$ cat config.mk
export PLATFORM = sky130hd
export DESIGN_NAME = usm_core
export DESIGN_NICKNAME = d
export VERILOG_FILES = /design/src/pkg/usm_pkg.sv /design/src/hw/usm_core.sv
export SDC_FILE = /design/constraint.sdc
export NUM_CORES = 1
export LEC_CHECK = 0
export BUFFER_PORTS_ARGS = -buffer_cell sky130_fd_sc_hd__buf_2
export CORE_UTILIZATION = 25
export DETAILED_ROUTE_END_ITERATION = 8
export HOLD_SLACK_MARGIN = 0.1
export PLACE_DENSITY = 0.46
export SETUP_SLACK_MARGIN = 0.3
export SLEW_MARGIN = 10
export SYNTH_ARGS = -nofsm -noshare
export SYNTH_HDL_FRONTEND = slang
export SYNTH_SLANG_ARGS = --single-unit
$ cat constraint.sdc
create_clock -name clk_i -period 6.1 [get_ports clk_i]
set_clock_uncertainty 0.05 [all_clocks]
set_input_delay 1.22 -clock clk_i [delete_from_list [all_inputs] [get_ports clk_i]]
set_output_delay 1.22 -clock clk_i [all_outputs]
set_load 0.01 [all_outputs]
$ cat src/pkg/usm_pkg.sv
// Behaviour
// Line status bit 6 set while transmit holding is empty, cleared by writing it.
// Line status bit 5 set while transmit holding and receive buffer are empty.
// Line status bit 4 set when serial input stays low beyond longest character.
// Line status bit 3 raised on a received character with a bad stop bit.
// Line status bit 2 raised on a received character with a parity failure.
// Line status bit 1 raised when a new character overwrites an unread one.
// Line status bit 0 set while receive buffer holds data, cleared by reading.
// Enable bit 3 lets any of modem status bits 3 to 0 interrupt.
// Enable bit 2 lets any of line status bits 3 to 0 interrupt.
// Enable bit 1 interrupts when the transmit buffer empties during transmission.
// Enable bit 0 interrupts when the receive buffer fills during reception.
// Ident bit 0 is 1 when idle; bits 2:1 give top source, line 11.
// Receive full source shows code 10, priority 2, cleared by buffer read.
// Transmit empty source shows code 01, cleared by holding write or ident read.
// Loop mode holds serial out high and loops modem outputs to status inputs.
// Modem control bit 1 drives request-to-send output inverted.
// Modem control bit 0 drives terminal-ready output inverted.
// Modem status bit 3 marks a carrier-detect change since last status read.
// Modem status bit 2 marks ring pin going 0 to 1 since last read.
// Modem status bit 1 marks a set-ready change since last status read.
// Modem status bit 0 marks a clear-to-send change since last status read.
// Framing check looks only at the first stop bit.
// Parity fault flag is active only while parity is enabled.
// Modem status bits 7 to 4 show carrier, ring, set-ready, clear-send now.
// Break, framing, parity and overrun flags clear on a line status read.
package usm_pkg;
  localparam logic [2:0] ADDR_DATA = 3'h0;
  localparam logic [2:0] ADDR_IER = 3'h1;
  localparam logic [2:0] ADDR_IID = 3'h2;
  localparam logic [2:0] ADDR_LCR = 3'h3;
  localparam logic [2:0] ADDR_MCR = 3'h4;
  localparam logic [2:0] ADDR_LSR = 3'h5;
  localparam logic [2:0] ADDR_MSR = 3'h6;
  localparam int IER_RX = 0;
  localparam int IER_TX = 1;
  localparam int IER_LINE = 2;
  localparam int IER_MODEM = 3;
  localparam int MCR_DTR = 0;
  localparam int MCR_RTS = 1;
  localparam int MCR_AUX1 = 2;
  localparam int MCR_AUX2 = 3;
  localparam int MCR_LOOP = 4;
  localparam int LCR_STOP = 2;
  localparam int LCR_PAR = 3;
  localparam logic [1:0] IID_LINE = 2'h3;
  localparam logic [1:0] IID_RX = 2'h2;
  localparam logic [1:0] IID_TX = 2'h1;
  localparam logic [1:0] IID_MODEM = 2'h0;
  localparam logic [3:0] IER_RST = 4'h0;
  localparam logic [4:0] MCR_RST = 5'h00;
  localparam logic [7:0] LCR_RST = 8'h00;
  localparam logic [7:0] BYTE_RST = 8'h00;
  localparam logic [3:0] PINS_RST = 4'hF;
  localparam logic [3:0] STATE_RST = 4'h0;
  // Start bit plus the five-bit minimum word, in bit times.
  localparam logic [3:0] CHAR_BASE = 4'h6;
  localparam logic [3:0] CNT_RST = 4'h0;

  typedef struct packed {
    logic valid;
    logic [7:0] data;
    logic stop_ok;
    logic parity_bad;
  } usm_rx_evt_t;

  typedef struct packed {
    logic carrier;
    logic ring;
    logic set_ready;
    logic clear_send;
  } usm_modem_t;
endpackage

$ cat src/hw/usm_core.sv
// The address-and-strobe port and the register addresses were decided locally.
`timescale 1ns/1ps
module usm_core (
  // Clock, reset and enable
  input wire logic clk_i,
  input wire logic srst_i,
  input wire logic ce_i,
  // Register port
  input wire logic [2:0] addr_i,
  input wire logic [7:0] wdata_i,
  input wire logic wr_stb_i,
  input wire logic rd_stb_i,
  output logic [7:0] rdata_o,
  // Transmit shifter side
  input wire logic tx_take_i,
  input wire logic tx_serial_i,
  output logic [7:0] tx_data_o,
  output logic tx_full_o,
  // Receive shifter side
  input wire usm_pkg::usm_rx_evt_t rx_evt_i,
  input wire logic bit_tick_i,
  output logic rx_serial_o,
  output logic [7:0] line_ctrl_o,
  // Serial and modem pins
  input wire logic serial_in_pin_i,
  input wire usm_pkg::usm_modem_t modem_pins_n_i,
  output logic serial_out_pin_o,
  output logic rts_n_o,
  output logic dtr_n_o,
  output logic aux_output_one_n_o,
  output logic aux_output_two_n_o,
  output logic irq_pending_n_o
);

  // Link group: synchronisers and break detection.
  logic rxd_meta_ff, rxd_sync_ff, rx_serial_ff;
  logic nxt_rx_serial;
  logic [3:0] mdm_meta_ff, mdm_sync_ff;
  logic [3:0] brk_cnt_ff, nxt_brk_cnt;
  logic [3:0] char_limit;
  logic rxd_eff, brk_evt;

  // Register group.
  logic [7:0] tx_data_ff, nxt_tx_data, rx_buf_ff, nxt_rx_buf;
  logic [7:0] lcr_ff, nxt_lcr, rdata_ff, nxt_rdata, rd_mux;
  logic [3:0] ier_ff, nxt_ier, delta_ff, nxt_delta, prev_ff, nxt_prev;
  logic [4:0] mcr_ff, nxt_mcr;
  logic tx_full_ff, nxt_tx_full, rx_avail_ff, nxt_rx_avail;
  logic tx_int_ff, nxt_tx_int;
  logic brk_ff, nxt_brk, frame_ff, nxt_frame;
  logic parity_ff, nxt_parity, over_ff, nxt_over;
  logic txd_ff, rts_n_ff, dtr_n_ff, aux1_n_ff, aux2_n_ff, irq_n_ff;
  logic nxt_txd, nxt_rts_n, nxt_dtr_n, nxt_aux1_n, nxt_aux2_n, nxt_irq_n;
  logic wr_tx, rd_rx, rd_iid, rd_lsr, rd_msr;
  logic line_src, rx_src, tx_src, modem_src, any_src;
  logic [1:0] iid_code;
  logic [3:0] mdm_now, looped, change;
  logic [7:0] lsr_val, msr_val;

  assign wr_tx = wr_stb_i && (addr_i == usm_pkg::ADDR_DATA);
  assign rd_rx = rd_stb_i && (addr_i == usm_pkg::ADDR_DATA);
  assign rd_iid = rd_stb_i && (addr_i == usm_pkg::ADDR_IID);
  assign rd_lsr = rd_stb_i && (addr_i == usm_pkg::ADDR_LSR);
  assign rd_msr = rd_stb_i && (addr_i == usm_pkg::ADDR_MSR);

  // In loop mode the receiver hears the transmitter, not the pin.
  assign rxd_eff = mcr_ff[usm_pkg::MCR_LOOP] ? tx_serial_i
                                              : rxd_sync_ff;

  always_comb begin
    // Longest character: start, word, optional parity, up to two stops.
    char_limit = usm_pkg::CHAR_BASE + {2'h0, lcr_ff[1:0]}
               + {3'h0, lcr_ff[usm_pkg::LCR_PAR]}
               + {3'h0, lcr_ff[usm_pkg::LCR_STOP]} + 4'h1;
    nxt_rx_serial = rxd_eff;
    nxt_brk_cnt = brk_cnt_ff;
    brk_evt = 1'b0;
    if (rxd_eff) begin
      nxt_brk_cnt = usm_pkg::CNT_RST;
    end else if (bit_tick_i && (brk_cnt_ff <= char_limit)) begin
      nxt_brk_cnt = brk_cnt_ff + 4'h1;
      // Fires once per low period, on passing the longest character.
      brk_evt = (brk_cnt_ff == char_limit);
    end
  end

  always_ff @(posedge clk_i) begin
    if (srst_i) begin
      rxd_meta_ff <= 1'b1;
      rxd_sync_ff <= 1'b1;
      rx_serial_ff <= 1'b1;
      mdm_meta_ff <= usm_pkg::PINS_RST;
      mdm_sync_ff <= usm_pkg::PINS_RST;
      brk_cnt_ff <= usm_pkg::CNT_RST;
    end else if (ce_i) begin
      rxd_meta_ff <= serial_in_pin_i;
      rxd_sync_ff <= rxd_meta_ff;
      rx_serial_ff <= nxt_rx_serial;
      mdm_meta_ff <= modem_pins_n_i;
      mdm_sync_ff <= mdm_meta_ff;
      brk_cnt_ff <= nxt_brk_cnt;
    end
  end

  // Modem state, asserted high, taken from the pins or from the loop.
  assign looped = {mcr_ff[usm_pkg::MCR_AUX2], mcr_ff[usm_pkg::MCR_AUX1],
                   mcr_ff[usm_pkg::MCR_DTR], mcr_ff[usm_pkg::MCR_RTS]};
  assign mdm_now = mcr_ff[usm_pkg::MCR_LOOP] ? looped : ~mdm_sync_ff;
  // Ring counts only its trailing edge: pin low to high means deasserted.
  assign change = {prev_ff[3] ^ mdm_now[3],
                   prev_ff[2] & ~mdm_now[2],
                   prev_ff[1] ^ mdm_now[1],
                   prev_ff[0] ^ mdm_now[0]};

  assign lsr_val = {1'b0, ~tx_full_ff,
                    ~tx_full_ff & ~rx_avail_ff,
                    brk_ff, frame_ff, parity_ff, over_ff, rx_avail_ff};
  assign msr_val = {mdm_now, delta_ff};

  // Sources follow their enables; the line source watches bits 3 to 0.
  assign line_src = ier_ff[usm_pkg::IER_LINE] && (|lsr_val[3:0]);
  assign rx_src = ier_ff[usm_pkg::IER_RX] && rx_avail_ff;
  assign tx_src = ier_ff[usm_pkg::IER_TX] && tx_int_ff;
  assign modem_src = ier_ff[usm_pkg::IER_MODEM] && (|delta_ff);
  assign any_src = line_src | rx_src | tx_src | modem_src;

  always_comb begin
    if (line_src) begin
      iid_code = usm_pkg::IID_LINE;
    end else if (rx_src) begin
      iid_code = usm_pkg::IID_RX;
    end else if (tx_src) begin
      iid_code = usm_pkg::IID_TX;
    end else begin
      iid_code = usm_pkg::IID_MODEM;
    end
  end

  always_comb begin
    case (addr_i)
      usm_pkg::ADDR_DATA: rd_mux = rx_buf_ff;
      usm_pkg::ADDR_IER: rd_mux = {4'h0, ier_ff};
      usm_pkg::ADDR_IID: rd_mux = {5'h00, iid_code, ~any_src};
      usm_pkg::ADDR_LCR: rd_mux = lcr_ff;
      usm_pkg::ADDR_MCR: rd_mux = {3'h0, mcr_ff};
      usm_pkg::ADDR_LSR: rd_mux = lsr_val;
      usm_pkg::ADDR_MSR: rd_mux = msr_val;
      default: rd_mux = 8'h00;
    endcase
  end

  always_comb begin
    nxt_rdata = rd_stb_i ? rd_mux : 8'h00;
    nxt_ier = ier_ff;
    nxt_lcr = lcr_ff;
    nxt_mcr = mcr_ff;
    if (wr_stb_i && (addr_i == usm_pkg::ADDR_IER)) begin
      nxt_ier = wdata_i[3:0];
    end
    if (wr_stb_i && (addr_i == usm_pkg::ADDR_LCR)) begin
      nxt_lcr = wdata_i;
    end
    if (wr_stb_i && (addr_i == usm_pkg::ADDR_MCR)) begin
      nxt_mcr = wdata_i[4:0];
    end
    // A write in the same cycle as a take loads the next character.
    nxt_tx_data = wr_tx ? wdata_i : tx_data_ff;
    nxt_tx_full = wr_tx ? 1'b1 : (tx_take_i ? 1'b0 : tx_full_ff);
    // The empty event sets; write or ident read clears; set wins over an ident read, a write blocks the set.
    if (tx_take_i && tx_full_ff && !wr_tx) begin
      nxt_tx_int = 1'b1;
    end else if (wr_tx || rd_iid) begin
      nxt_tx_int = 1'b0;
    end else begin
      nxt_tx_int = tx_int_ff;
    end
    nxt_rx_buf = rx_evt_i.valid ? rx_evt_i.data : rx_buf_ff;
    nxt_rx_avail = rx_evt_i.valid ? 1'b1 : (rd_rx ? 1'b0 : rx_avail_ff);
    // Error flags: event sets, line status read clears, set wins.
    nxt_over = (rx_evt_i.valid && rx_avail_ff && !rd_rx) ? 1'b1
             : (rd_lsr ? 1'b0 : over_ff);
    nxt_frame = (rx_evt_i.valid && !rx_evt_i.stop_ok) ? 1'b1
              : (rd_lsr ? 1'b0 : frame_ff);
    nxt_parity = (rx_evt_i.valid && rx_evt_i.parity_bad
                  && lcr_ff[usm_pkg::LCR_PAR]) ? 1'b1
               : (rd_lsr ? 1'b0 : parity_ff);
    nxt_brk = brk_evt ? 1'b1 : (rd_lsr ? 1'b0 : brk_ff);
    nxt_prev = mdm_now;
    nxt_delta = change | (rd_msr ? 4'h0 : delta_ff);
    // Pin levels follow the next register value, so they settle with it.
    nxt_txd = nxt_mcr[usm_pkg::MCR_LOOP] | tx_serial_i;
    nxt_rts_n = ~nxt_mcr[usm_pkg::MCR_RTS];
    nxt_dtr_n = ~nxt_mcr[usm_pkg::MCR_DTR];
    nxt_aux1_n = ~nxt_mcr[usm_pkg::MCR_AUX1];
    nxt_aux2_n = ~nxt_mcr[usm_pkg::MCR_AUX2];
    // One cycle behind the sources, so the pin never glitches.
    nxt_irq_n = ~any_src;
  end

  always_ff @(posedge clk_i) begin
    if (srst_i) begin
      rdata_ff <= usm_pkg::BYTE_RST;
      ier_ff <= usm_pkg::IER_RST;
      lcr_ff <= usm_pkg::LCR_RST;
      mcr_ff <= usm_pkg::MCR_RST;
      tx_data_ff <= usm_pkg::BYTE_RST;
      tx_full_ff <= 1'b0;
      tx_int_ff <= 1'b0;
      rx_buf_ff <= usm_pkg::BYTE_RST;
      rx_avail_ff <= 1'b0;
      over_ff <= 1'b0;
      frame_ff <= 1'b0;
      parity_ff <= 1'b0;
      brk_ff <= 1'b0;
      prev_ff <= usm_pkg::STATE_RST;
      delta_ff <= usm_pkg::STATE_RST;
      txd_ff <= 1'b1;
      rts_n_ff <= 1'b1;
      dtr_n_ff <= 1'b1;
      aux1_n_ff <= 1'b1;
      aux2_n_ff <= 1'b1;
      irq_n_ff <= 1'b1;
    end else if (ce_i) begin
      rdata_ff <= nxt_rdata;
      ier_ff <= nxt_ier;
      lcr_ff <= nxt_lcr;
      mcr_ff <= nxt_mcr;
      tx_data_ff <= nxt_tx_data;
      tx_full_ff <= nxt_tx_full;
      tx_int_ff <= nxt_tx_int;
      rx_buf_ff <= nxt_rx_buf;
      rx_avail_ff <= nxt_rx_avail;
      over_ff <= nxt_over;
      frame_ff <= nxt_frame;
      parity_ff <= nxt_parity;
      brk_ff <= nxt_brk;
      prev_ff <= nxt_prev;
      delta_ff <= nxt_delta;
      txd_ff <= nxt_txd;
      rts_n_ff <= nxt_rts_n;
      dtr_n_ff <= nxt_dtr_n;
      aux1_n_ff <= nxt_aux1_n;
      aux2_n_ff <= nxt_aux2_n;
      irq_n_ff <= nxt_irq_n;
    end
  end

  assign rdata_o = rdata_ff;
  assign tx_data_o = tx_data_ff;
  assign tx_full_o = tx_full_ff;
  assign rx_serial_o = rx_serial_ff;
  assign line_ctrl_o = lcr_ff;
  assign serial_out_pin_o = txd_ff;
  assign rts_n_o = rts_n_ff;
  assign dtr_n_o = dtr_n_ff;
  assign aux_output_one_n_o = aux1_n_ff;
  assign aux_output_two_n_o = aux2_n_ff;
  assign irq_pending_n_o = irq_n_ff;
endmodule // usm_core

==> results.ini <==
[route]
dr.pass1.iters = 4
routed_wl_um = 10300
drc_errors = 0
num_vias = 3169
viasPerCell = 4.86
drtIter0Drc = 153
detail-route-antenna-nets = 0
wl_per_cell_um = 15.7

[clock_tree]
cts_buffer_depth = 2
cts.sinks = 77
ctsResizeCount = 0
h-tree-depth = 3
cts_tree = done
clk_latency_ps = 340
cts_hold_buf = 0
clk_pin_slew_ps = 60
numCtsBuffers = 9
clockRootBuffer = clkbuf_16
postCtsSetupBuffers = 0

[power_and_ir_drop]
leakagePower_nw = 1.74
ir_drop_uv = 100
powerDensity_nw_per_um2 = 274

[timing]
finalHoldViolCount = 0
final_max_slew_viol_count = 0
rsz0062_at_grt = false
period_needed_ps = 3270
relSlewSlack = 0.540
setup_tns_ps = 0
max_freq_mhz = 306
fin_ws_ps = 2830
timing.final.crit_share = 0.536
worst_pin_slew_ps = 684
setup_viol = 0
holdWs_ps = 396

[placement]
place_congestion = 0.913
place_inst = 636
hpwl_um = 7460
port_buffers = 66
pre_cts_slack_ps = 2880

[global_routing]
grt_antenna_before_repair = 0
grt_pass1_vias = 2976
grt_max_degree = 41
grtUsageTotal = 0.145
overflow = 0
grt_pass1_wl_um = 16300

[floorplanning]
dieArea_um2 = 14900
placementRows = 43
core_um2 = 13900
die_x_um = 122
chipHeight_um = 122
initial_core_util = 0.258
ios = 67

[cells_and_area]
register_area_um2 = 1540
syn2layout_area_growth_pct = 21.9
num-nets-final = 511
drive_above_1_share = 0.191
antennaDiodeCount = 0
utilization = 0.314
stdcell_count = 652
multi_input_area_um2 = 1900
fillers = 1469

[yosys]
synth_commonest_cells = dfxtp_1, nand2_1, nor2_1
dominantRegCellSynth = dfxtp_1
ys_warn_count = 0
synth_area_leaders = dfxtp_1, mux2i_1, nand2_1, nor2_1, a21oi_1
netlist_area_um2 = 3590
synthCells = 414
post_synth.cell_area_avg_um2 = 8.68
synth-seq-cells = 77
async_flop_share = 0
synth_area_leader_cell = dfxtp_1
syn-num-nets = 458
ys_seq_area_frac = 0.429
synth.most_common_cell = dfxtp_1
synth.distinct_cells = 53
synth_top_area_share = 0.429
synth-edff-count = 0

[critical_path]
cp-end-kind = flop
cp.arrival_ps = 3480
worst-path-max-fanout = 5
critPathRequiredTime_ps = 6310
critPathKind = reg -> reg
crit_path_start_kind = flop

[run]
maxCapViolations = 0

[min_path]
holdCritPathClass = reg -> reg

[status]
status = finished clean

## critical path: stages (launching register included)
cell and delay, ps:
dfxtp_1 480, inv_1 100, ha_1 280, inv_1 60, ha_1 150, inv_1 60
fa_1 460, ha_1 310, nor2b_1 150, o211ai_1 260, a31oi_1 200, or4_1 490
a31oi_1 160
## final cells by class
cell class | instances | share of cell area
flip-flops and latches | 77 | 0.352
clock buffers | 14 | 0.0648
inverters | 12 | 0.0103
clock inverters | 2 | 0.00885
multi-input cells | 299 | 0.434
well taps | 180 | 0.0514
repair buffers | 68 | 0.0788
## flip-flops by register name, summed over array words and instances (netlist names), 4 cells and up
name	cells
ier_ff	4
delta_ff	4
mdm_sync_ff	4
tx_data_o	8
mdm_meta_ff	4
rx_buf_ff	8
mcr_ff	5
line_ctrl_o	8
prev_ff	4
brk_cnt_ff	4
rdata_o	8
## cell usage in the layout, fill, tap and decap left out, types with 6 or more instances in the layout
cell / n
mux2i_1: 25
clkbuf_16: 9
inv_1: 10
nand3_1: 11
ha_1: 8
nor2_1: 48
a22o_1: 6
a31oi_1: 7
a21oi_1: 35
nor2b_1: 14
dfxtp_1: 77
buf_2: 66
a211o_1: 11
nand2_1: 59
## final timing paths
path | start | to | slack, ps | depth (start not counted)
hold / removal | rdata_o[2] | rdata_o[2] | 400 | 2
setup reg to reg | line_ctrl_o[3] | brk_cnt_ff[3] | 2830 | 12
hold reg to reg | rdata_o[2] | rdata_o[2] | 400 | 2
setup / recovery | line_ctrl_o[3] | brk_cnt_ff[3] | 2830 | 12
## metrics by stage
stage,cell area [um2],total power [mW]
2_1_floorplan,3590,0.606
3_3_place_gp,4060,0.645
3_5_place_dp,4060,0.646
4_1_cts,4380,1.22
5_1_grt,4380,1.26
6_report,4380,1.20
## power by group
part           switching [mW]  internal, mW  leakage (nW)
registers              0.0133         0.519         0.627
logic                  0.0623        0.0394         0.958
clock network           0.205         0.362         0.159
## routing by layer
metal  vias to the layer above  track usage  wire [um]
li1                       1572            -          -
met1                      1506        0.203       4930
met4                         0       0.0571        151
met3                        12       0.0257        524
met5                         -            0          0
met2                        79        0.220       4650
## kinds of logic (layout without fill, tap and decap cells)
logic type	count (synthesis)	count (layout)	synth area share
AOI/OAI and AO/OA	103	103	0.202
xor gates and xnor gates	4	4	0.00975
adders and majority gates	9	9	0.0334
buffers and inverters	38	96	0.0418
DFF	77	77	0.429
muxes	29	29	0.0926
and+or+nand+nor	154	154	0.191
No activity file was read; power rests on OpenSTA's default activity.
